File: src/pkg/flash_host_pkg.sv
/*
 Constants and carrier types for the host-side controller of a sector flash.
 Assumes a 25 MHz clock and an asynchronous 512K x 8 part on the far side.
*/
`default_nettype none
package flash_host_pkg;
    // ------------------------------------------------------------
    // Geometry
    // ------------------------------------------------------------
    localparam int ADDR_W = 19;
    localparam int DATA_W = 8;
    localparam int BYTE_W = 8;
    localparam logic [DATA_W-1:0] ERASED_BYTE = 8'hFF;
    localparam logic [DATA_W-1:0] LOCK_FREE = 8'hFE;
    localparam int POLL_POS = 7;
    localparam int TOGGLE_POS = 6;
    localparam logic [ADDR_W-1:0] LOW_LOCK_ADDR = 19'h00002;
    localparam logic [ADDR_W-1:0] HIGH_LOCK_ADDR = 19'h7FFF2;
    // ------------------------------------------------------------
    // Timing
    // ------------------------------------------------------------
    localparam int CLK_MHZ = 25;
    localparam int LOAD_GAP_US = 150;
    localparam int LOAD_GAP_CYC = LOAD_GAP_US * CLK_MHZ;
    localparam int STROBE_NS = 80;
    localparam int STROBE_CYC = (STROBE_NS * CLK_MHZ + 999) / 1000;
    localparam int READ_NS = 250;
    localparam int READ_CYC = (READ_NS * CLK_MHZ + 999) / 1000;
    localparam int SECTOR_MS = 20;
    localparam int SECTOR_CYC = SECTOR_MS * 1000 * CLK_MHZ;
    localparam int POWER_MS = 10;
    localparam int POWER_CYC = POWER_MS * 1000 * CLK_MHZ;
    localparam int CNT_W = 20;
    // ------------------------------------------------------------
    // Command sequences
    // ------------------------------------------------------------
    localparam int SEQ_MAX = 7;
    localparam int SEQ_W = 3;
    localparam logic [SEQ_W-1:0] LEN_PROTECT = 3'h3;
    localparam logic [SEQ_W-1:0] LEN_ERASE = 3'h6;
    localparam logic [SEQ_W-1:0] LEN_LOCK = 3'h7;
    localparam logic [SEQ_W-1:0] LEN_ID = 3'h3;
    localparam logic [SEQ_W-1:0] LEN_EXIT = 3'h3;

    typedef enum logic [2:0] {
        OP_READ = 3'h0,
        OP_PROGRAM = 3'h1,
        OP_CHIP_ERASE = 3'h2,
        OP_LOCK = 3'h3,
        OP_ID_ENTER = 3'h4,
        OP_ID_EXIT = 3'h5
    } op_type;

    typedef struct packed {
        logic [ADDR_W-1:0] addr;
        logic [DATA_W-1:0] data;
    } cmd_word_type;

    typedef struct packed {
        logic chip_select_n;
        logic output_drive_n;
        logic write_strobe_n;
        logic [ADDR_W-1:0] addr_lines;
        logic [DATA_W-1:0] byte_out;
        logic byte_oe;
    } pins_type;
endpackage
`default_nettype wire

File: src/hw/flash_host.sv
/*
 Host controller that drives a sector flash over its asynchronous pins.
 Assumes the user holds req_op stable while req_valid waits for req_ready,
 and streams sector bytes through a valid/ready pair with byte index.
*/
`timescale 1ns/100ps
`default_nettype none
module flash_host #(
    parameter int POWER_WAIT = flash_host_pkg::POWER_CYC,
    parameter int DONE_WAIT = flash_host_pkg::SECTOR_CYC,
    parameter flash_host_pkg::cmd_word_type [6:0] SEQ_PROTECT = '0,
    parameter flash_host_pkg::cmd_word_type [6:0] SEQ_ERASE = '0,
    parameter flash_host_pkg::cmd_word_type [6:0] SEQ_LOCK = '0,
    parameter flash_host_pkg::cmd_word_type [6:0] SEQ_ID = '0,
    parameter flash_host_pkg::cmd_word_type [6:0] SEQ_EXIT = '0
) (
    input wire logic clk,
    input wire logic rst_n,
    input wire logic clk_en,
    input wire logic req_valid,
    output logic req_ready,
    input wire flash_host_pkg::op_type req_op,
    input wire logic [18:0] req_addr,
    input wire logic [1:0] req_lock_sel,
    input wire logic load_valid,
    output logic load_ready,
    input wire logic [7:0] load_index,
    input wire logic [7:0] load_data,
    input wire logic load_last,
    output logic [7:0] rd_data,
    output logic done,
    output logic err,
    output logic [1:0] lock_status,
    output flash_host_pkg::pins_type pins,
    input wire logic [7:0] byte_in
);
    // ------------------------------------------------------------
    // Pin input synchroniser
    // ------------------------------------------------------------
    logic [7:0] sync1_ff, sync2_ff;
    always_ff @(posedge clk) begin
        if (!rst_n) begin
            sync1_ff <= 8'h00;
            sync2_ff <= 8'h00;
        end else if (clk_en) begin
            sync1_ff <= byte_in;
            sync2_ff <= sync1_ff;
        end
    end

    // ------------------------------------------------------------
    // Sequencer
    // ------------------------------------------------------------
    typedef enum logic [8:0] {
        S_POWER = 9'h001, S_IDLE = 9'h002, S_CMD = 9'h004,
        S_LOAD_WAIT = 9'h008, S_PULSE = 9'h010, S_GAP = 9'h020,
        S_READ = 9'h040, S_POLL = 9'h080, S_DONE = 9'h100
    } state_type;

    state_type state_ff, nxt_state;
    flash_host_pkg::pins_type pins_ff, nxt_pins;
    flash_host_pkg::op_type op_ff, nxt_op;
    logic [2:0] idx_ff, nxt_idx;
    logic [19:0] cnt_ff, nxt_cnt;
    logic [19:0] wait_ff, nxt_wait;
    logic [7:0] rd_ff, nxt_rd;
    logic [7:0] last_ff, nxt_last;
    logic [1:0] lock_ff, nxt_lock;
    logic done_ff, nxt_done, err_ff, nxt_err;
    logic final_ff, nxt_final, data_ph_ff, nxt_data_ph, prev_ok_ff;
    logic nxt_prev_ok;
    logic [18:0] sec_ff, nxt_sec;

    flash_host_pkg::cmd_word_type cur_cmd;
    logic [2:0] seq_len;
    logic locked_hit, toggle_same, poll_match;

    always_comb begin
        case (op_ff)
            flash_host_pkg::OP_CHIP_ERASE: begin
                cur_cmd = SEQ_ERASE[idx_ff];
                seq_len = flash_host_pkg::LEN_ERASE;
            end
            flash_host_pkg::OP_LOCK: begin
                cur_cmd = SEQ_LOCK[idx_ff];
                seq_len = flash_host_pkg::LEN_LOCK;
            end
            flash_host_pkg::OP_ID_ENTER: begin
                cur_cmd = SEQ_ID[idx_ff];
                seq_len = flash_host_pkg::LEN_ID;
            end
            flash_host_pkg::OP_ID_EXIT: begin
                cur_cmd = SEQ_EXIT[idx_ff];
                seq_len = flash_host_pkg::LEN_EXIT;
            end
            default: begin
                cur_cmd = SEQ_PROTECT[idx_ff];
                seq_len = flash_host_pkg::LEN_PROTECT;
            end
        endcase
    end

    // Lock state is learnt from any OP_READ at the two lock addresses, in id mode or not; host trusts its own copy
    assign locked_hit = (lock_ff[0] && req_addr[18:14] == 5'h00) ||
                        (lock_ff[1] && req_addr[18:14] == 5'h1F);
    assign toggle_same = (sync2_ff[flash_host_pkg::TOGGLE_POS] ==
                          rd_ff[flash_host_pkg::TOGGLE_POS]);
    assign poll_match = (sync2_ff[flash_host_pkg::POLL_POS] ==
                         last_ff[flash_host_pkg::POLL_POS]);

    always_comb begin
        nxt_state = state_ff;
        nxt_pins = pins_ff;
        nxt_op = op_ff;
        nxt_idx = idx_ff;
        nxt_cnt = cnt_ff + 20'h00001;
        nxt_wait = wait_ff;
        nxt_rd = rd_ff;
        nxt_last = last_ff;
        nxt_lock = lock_ff;
        nxt_done = 1'b0;
        nxt_err = err_ff;
        nxt_final = final_ff;
        nxt_data_ph = data_ph_ff;
        nxt_prev_ok = prev_ok_ff;
        nxt_sec = sec_ff;
        case (state_ff)
            S_POWER: begin
                if (cnt_ff >= 20'(POWER_WAIT - 1)) begin
                    nxt_state = S_IDLE;
                end
            end
            S_IDLE: begin
                nxt_cnt = 20'h00000;
                nxt_idx = 3'h0;
                nxt_final = 1'b0;
                nxt_data_ph = 1'b0;
                if (req_valid) begin
                    nxt_op = req_op;
                    nxt_sec = req_addr;
                    nxt_err = 1'b0;
                    if (req_op == flash_host_pkg::OP_READ) begin
                        nxt_pins.addr_lines = req_addr;
                        nxt_pins.chip_select_n = 1'b0;
                        nxt_pins.output_drive_n = 1'b0;
                        nxt_state = S_READ;
                    end else if ((req_op == flash_host_pkg::OP_PROGRAM &&
                                  locked_hit) ||
                                 (req_op == flash_host_pkg::OP_CHIP_ERASE &&
                                  lock_ff != 2'b00)) begin
                        nxt_err = 1'b1;
                        nxt_done = 1'b1;
                    end else begin
                        nxt_state = S_CMD;
                    end
                end
            end
            S_CMD: begin
                nxt_cnt = 20'h00000;
                nxt_pins.addr_lines = cur_cmd.addr;
                nxt_pins.byte_out = cur_cmd.data;
                nxt_last = cur_cmd.data;
                nxt_final = (idx_ff == seq_len - 3'h1) &&
                            (op_ff != flash_host_pkg::OP_PROGRAM);
                nxt_idx = idx_ff + 3'h1;
                nxt_state = S_PULSE;
            end
            S_LOAD_WAIT: begin
                nxt_cnt = wait_ff;
                nxt_wait = wait_ff + 20'h00001;
                if (load_valid) begin
                    nxt_pins.addr_lines = {sec_ff[18:8], load_index};
                    nxt_pins.byte_out = load_data;
                    nxt_last = load_data;
                    nxt_final = load_last;
                    nxt_cnt = 20'h00000;
                    nxt_state = S_PULSE;
                end else if (wait_ff >= 20'(flash_host_pkg::LOAD_GAP_CYC / 2))
                begin
                    nxt_err = 1'b1;
                    nxt_cnt = 20'h00000;
                    nxt_state = S_POLL;
                end
            end
            S_PULSE: begin
                nxt_pins.byte_oe = 1'b1;
                nxt_pins.output_drive_n = 1'b1;
                nxt_pins.chip_select_n = 1'b0;
                nxt_pins.write_strobe_n = 1'b0;
                if (cnt_ff >= 20'(flash_host_pkg::STROBE_CYC)) begin
                    nxt_pins.write_strobe_n = 1'b1;
                    nxt_cnt = 20'h00000;
                    nxt_state = S_GAP;
                end
            end
            S_GAP: begin
                nxt_pins.chip_select_n = 1'b1;
                nxt_pins.byte_oe = 1'b0;
                nxt_cnt = 20'h00000;
                nxt_wait = 20'h00000;
                if (idx_ff < seq_len && !data_ph_ff) begin
                    nxt_state = S_CMD;
                end else if (op_ff == flash_host_pkg::OP_PROGRAM &&
                             !final_ff) begin
                    nxt_data_ph = 1'b1;
                    nxt_state = S_LOAD_WAIT;
                end else if (op_ff == flash_host_pkg::OP_ID_ENTER ||
                             op_ff == flash_host_pkg::OP_ID_EXIT) begin
                    nxt_state = S_DONE;
                end else begin
                    nxt_prev_ok = 1'b0;
                    nxt_pins.addr_lines = (op_ff == flash_host_pkg::OP_PROGRAM)
                        ? nxt_pins.addr_lines : pins_ff.addr_lines;
                    nxt_state = S_POLL;
                end
            end
            S_READ: begin
                if (cnt_ff >= 20'(flash_host_pkg::READ_CYC + 2)) begin
                    nxt_rd = sync2_ff;
                    if (pins_ff.addr_lines == flash_host_pkg::LOW_LOCK_ADDR)
                    begin
                        nxt_lock[0] = (sync2_ff !=
                                       flash_host_pkg::LOCK_FREE);
                    end
                    if (pins_ff.addr_lines == flash_host_pkg::HIGH_LOCK_ADDR)
                    begin
                        nxt_lock[1] = (sync2_ff !=
                                       flash_host_pkg::LOCK_FREE);
                    end
                    nxt_pins.chip_select_n = 1'b1;
                    nxt_pins.output_drive_n = 1'b1;
                    nxt_state = S_DONE;
                end
            end
            S_POLL: begin
                nxt_wait = wait_ff + 20'h00001;
                nxt_pins.chip_select_n = 1'b0;
                nxt_pins.output_drive_n = 1'b0;
                if (cnt_ff >= 20'(flash_host_pkg::READ_CYC + 2)) begin
                    nxt_cnt = 20'h00000;
                    nxt_pins.chip_select_n = 1'b1;
                    nxt_pins.output_drive_n = 1'b1;
                    nxt_rd = sync2_ff;
                    nxt_prev_ok = 1'b1;
                    if ((poll_match || op_ff != flash_host_pkg::OP_PROGRAM) &&
                        prev_ok_ff && toggle_same) begin
                        nxt_state = S_DONE;
                    end else if (wait_ff >= 20'(DONE_WAIT)) begin
                        nxt_err = 1'b1;
                        nxt_state = S_DONE;
                    end
                end
            end
            S_DONE: begin
                nxt_done = 1'b1;
                nxt_state = S_IDLE;
            end
            default: nxt_state = S_IDLE;
        endcase
    end

    always_ff @(posedge clk) begin
        if (!rst_n) begin
            state_ff <= S_POWER;
            pins_ff <= '{chip_select_n: 1'b1, output_drive_n: 1'b1,
                         write_strobe_n: 1'b1, addr_lines: 19'h00000,
                         byte_out: 8'h00, byte_oe: 1'b0};
            op_ff <= flash_host_pkg::OP_READ;
            idx_ff <= 3'h0;
            cnt_ff <= 20'h00000;
            wait_ff <= 20'h00000;
            rd_ff <= 8'h00;
            last_ff <= 8'h00;
            lock_ff <= 2'b00;
            done_ff <= 1'b0;
            err_ff <= 1'b0;
            final_ff <= 1'b0;
            data_ph_ff <= 1'b0;
            prev_ok_ff <= 1'b0;
            sec_ff <= 19'h00000;
        end else if (clk_en) begin
            state_ff <= nxt_state;
            pins_ff <= nxt_pins;
            op_ff <= nxt_op;
            idx_ff <= nxt_idx;
            cnt_ff <= nxt_cnt;
            wait_ff <= nxt_wait;
            rd_ff <= nxt_rd;
            last_ff <= nxt_last;
            lock_ff <= nxt_lock;
            done_ff <= nxt_done;
            err_ff <= nxt_err;
            final_ff <= nxt_final;
            data_ph_ff <= nxt_data_ph;
            prev_ok_ff <= nxt_prev_ok;
            sec_ff <= nxt_sec;
        end
    end

    assign req_ready = (state_ff == S_IDLE) && clk_en;
    assign load_ready = (state_ff == S_LOAD_WAIT) && clk_en;
    assign rd_data = rd_ff;
    assign done = done_ff;
    assign err = err_ff;
    assign lock_status = lock_ff;
    assign pins = pins_ff;
endmodule
`default_nettype wire

File: config.mk
export PLATFORM = sky130hd
export DESIGN_NAME = flash_host
export DESIGN_NICKNAME = d
export VERILOG_FILES = /design/src/pkg/flash_host_pkg.sv /design/src/hw/flash_host.sv
export SDC_FILE = /design/constraint.sdc
export NUM_CORES = 1
export LEC_CHECK = 0
export BUFFER_PORTS_ARGS = -buffer_cell sky130_fd_sc_hd__buf_2
export CORE_MARGIN = 4
export CORE_UTILIZATION = 62
export DETAILED_ROUTE_END_ITERATION = 7
export GPL_TIMING_DRIVEN = 0
export HOLD_SLACK_MARGIN = 0.03
export PLACE_DENSITY = 0.83
export SYNTH_ARGS = -nofsm -noshare
export SYNTH_HDL_FRONTEND = slang
export SYNTH_SLANG_ARGS = --single-unit
File: constraint.sdc
create_clock -name clk -period 3.7 [get_ports clk]
set_input_delay 0.555 -clock clk [delete_from_list [all_inputs] [get_ports clk]]
set_output_delay 0.555 -clock clk [all_outputs]
set_load 0.005 [all_outputs]
==> metrics.md <==
| Metric | Value |
|---|---|
| CTS tree | `yes` |
| Core area | `0.01032 mm²` |
| Max clock buf depth | `2` |
| Vias in the first global route | `6,540` |
| Worst Hold Class | `primary input to register` |
| Fillers | `744` |
| Reg2reg end | `state_ff[7]` |
| Clk Latency, worst-skew pair | `0.55 ns` |
| Final setup vio count | `0` |
| Final worst slack | `0.1521 ns` |
| I/O pin cnt | `99` |
| Net count, final | `960` |
| Avg Inst Size Synth | `8.406 µm²` |
| Commonest non-fill, non-tap cell in the layout | `dfxtp_1` |
| Port Buf Inserts | `94` |
| Routed Wire Length | `20,460 µm` |
| Kind of critical path | `primary input to primary output` |
| Critical Path Most Common Cell | `clkbuf_1` |
| Startpoint Class | `primary input` |
| Flops & latches, synth | `128` |
| H-tree Lvls | `4` |
| Fin Clk Skew | `0.003644 ns` |
| Total grt overflow | `0` |
| Ant diodes | `0` |
| DRC | `0` |
| Commonest cells after routing, fill and taps aside | `dfxtp_1, buf_2, nor2_1` |
| Wire length per cell | `19.58 µm` |
| RePlAce Congestion | `0.9494` |
| Number of synthesized flops with an enable pin | `0` |
| Tot GR Track Use | `32.36%` |
| Status | `finished clean` |
| CP top delay family | `buffers and inverters` |
| Starting Density | `63.83%` |
| Reg-to-reg startpoint | `wait_ff[1]` |
| FP Rows | `37` |
| Syn_nets | `847` |
| Final Cell Area | `0.007823 mm²` |
| Distinct cells, synth | `79` |
| Pre-Repair DR Iteration Count | `5` |
| Initial antenna violation count | `0` |
| Postcts setup bufs | `0` |
| Top_reg_cell synth | `dfxtp_1` |
| Sequential area share after synthesis | `38.88%` |
| Vias per std cell | `6.481` |
| Crit-path max FO | `10` |
| DP Worst Slack | `0.3352 ns` |
| Max incr delay on CP | `0.58 ns` |
| RSZ-0062 raised after global routing | `no` |
| Max Freq | `281.9 MHz` |
| Post-DRT Antenna Nets | `0` |
| Layout cells sized above 1 | `18.04%` |
| Yosys top cell area share | `38.88%` |
| Reg2Reg Depth | `7` |
| Pin count of the biggest net entering global routing | `17` |
| Data arrival time of the critical path | `2.99 ns` |
| Slew @ Worst Pin | `1.145 ns` |
| Slowest CP cell | `buf_1` |
| Root Buffer | `clkbuf_8` |
| Leading area contributor after synthesis | `dfxtp_1` |
| Synthesized cell area | `0.006590 mm²` |
| Critical path, cell by cell | `clkbuf_1, clkbuf_1, clkbuf_1, buf_1, and2_1, buf_2` |
| CTS buffer count | `17` |
| Hold Buf Count CTS | `0` |
| Leading post-synthesis cells by cell area | `dfxtp_1, nor2_1, mux2i_1, a22oi_1, nand2_1` |
| Synth Warn # | `0` |
| Slew Limit Fails | `0` |
| Final min period | `3.548 ns` |
| Slew margin rel. | `21.68%` |
| PostCTS Resize Cnt | `0` |
| DIE WIDTH | `111.1 µm` |
| First-pass GRT wire length | `32,490 µm` |
| Worst Hold Launch | `byte_in[3]` |
| Critical path buffers and inverters | `5` |
| Clock transition at path regs | `0.06 ns` |
| Clock sinks | `128` |
| Crit path to | `load_ready` |
| Post-Syn Instances | `784` |
| Dpl hpwl | `14,570 µm` |
| Die Area | `0.01234 mm²` |
| Lkg Pwr | `3.135 nW` |
| Async S/R FF share, synth | `0%` |
| Max-Cap Viols | `0` |
| Vias | `6,773` |
| Power per cell area | `523.6 mW/mm²` |
| WP data required | `3.14 ns` |
| Final Hold Fails | `0` |
| VDD IR-drop max | `0.0003887 V` |
| Final period utilization | `95.89%` |
| Crit. End Element | `primary output` |
| CP Launch Point | `clk_en` |
| Placed Area | `0.007231 mm²` |
| Number of cells on the critical path | `6` |
| DRT iter0 DRCs | `678` |
| Final TNS setup | `0 ns` |
| R2R Setup Slk | `0.76 ns` |
| Layout area overhead | `18.70%` |
| Post-layout util | `75.77%` |
| Die height | `111.1 µm` |
routing by layer:
layer	track usage, %	up-vias	wire, µm
li1	-	3143	-
met1	38.88	3225	7978
met2	55.06	345	10140
met3	6.223	60	1636
met4	16.46	0	705
met5	0	-	0
logic make-up (layout without fill, tap and decap cells):
logic type,after synthesis,in the layout,share of synthesized area (%)
AND/OR/NAND/NOR,351,351,27.97
AO/OA/AOI/OAI,182,182,20.05
flip-flops,128,128,38.88
buffers and inverters,64,189,4.158
multiplexers,30,30,4.576
XOR/XNOR,20,20,2.658
adder cells (fa/ha/maj),9,9,1.709
sequential cells by signal (all words and copies together) (netlist names):
signal,cells
wait_ff,20
data_ph_ff,1
sync1_ff,8
err,1
cnt_ff,20
final_ff,1
idx_ff,3
sync2_ff,8
rd_data,8
prev_ok_ff,1
sec_ff,11
lock_status,2
pins,31
op_ff,3
done,1
state_ff,9
tightest hold or removal path: cells and delay by family:
family / cells / cell delay [ns]
simple gates: 1 / 0.08
buf+inv: 1 / 0.07
mux: 1 / 0.06
power breakdown:
group,internal [mW],leakage (nW),switching (mW)
clock network,1.04,0.277,0.651
logic,0.332,1.82,0.525
registers,1.46,1.04,0.0866
Yosys cell counts (all sizes together) (11+ instances only):
master / number
mux2i: 29
nand4: 21
inv: 15
nor3: 18
clkbuf: 28
a22oi: 35
dfxtp: 128
buf: 21
nand3: 47
and3: 17
xnor2: 12
a21oi: 42
nor2: 102
and2: 11
nand2: 66
nor4: 15
o21ai: 20
a211oi: 25
stage by stage:
stage,power (mW),hold slack [ns],instances
CTS,4.075,0.2448,1045
floorplan,2.151,0.4323,784
global route,4.245,0.2607,1045
global placement,2.374,0.4382,1014
detailed placement,2.401,0.4472,1014
finish,4.096,0.2551,1045
final cells by class:
class / count / area (µm²) / share of cell area, %
Timing Repair Buffer: 94 / 470.5 / 6.014
Tap cell: 136 / 170.2 / 2.175
Sequential cell: 128 / 2562 / 32.76
Inverter: 15 / 56.30 / 0.7198
Buffer: 49 / 217.7 / 2.783
Clock inverter: 12 / 160.2 / 2.047
Multi-Input combinational cell: 592 / 3754 / 47.98
Clock buffer: 19 / 431.7 / 5.518
how the worst min path moves through the flow:
stage | to | slack (ns) | cells after the start
after floorplan | sec_ff[10] | 0.43 | 2
after global placement | sec_ff[18] | 0.44 | 2
after detailed placement | sec_ff[9] | 0.45 | 2
after CTS | sync1_ff[3] | 0.24 | 3
after global routing | sec_ff[13] | 0.26 | 3
final | sync1_ff[3] | 0.26 | 3
Power figures use the tool's default switching activity.
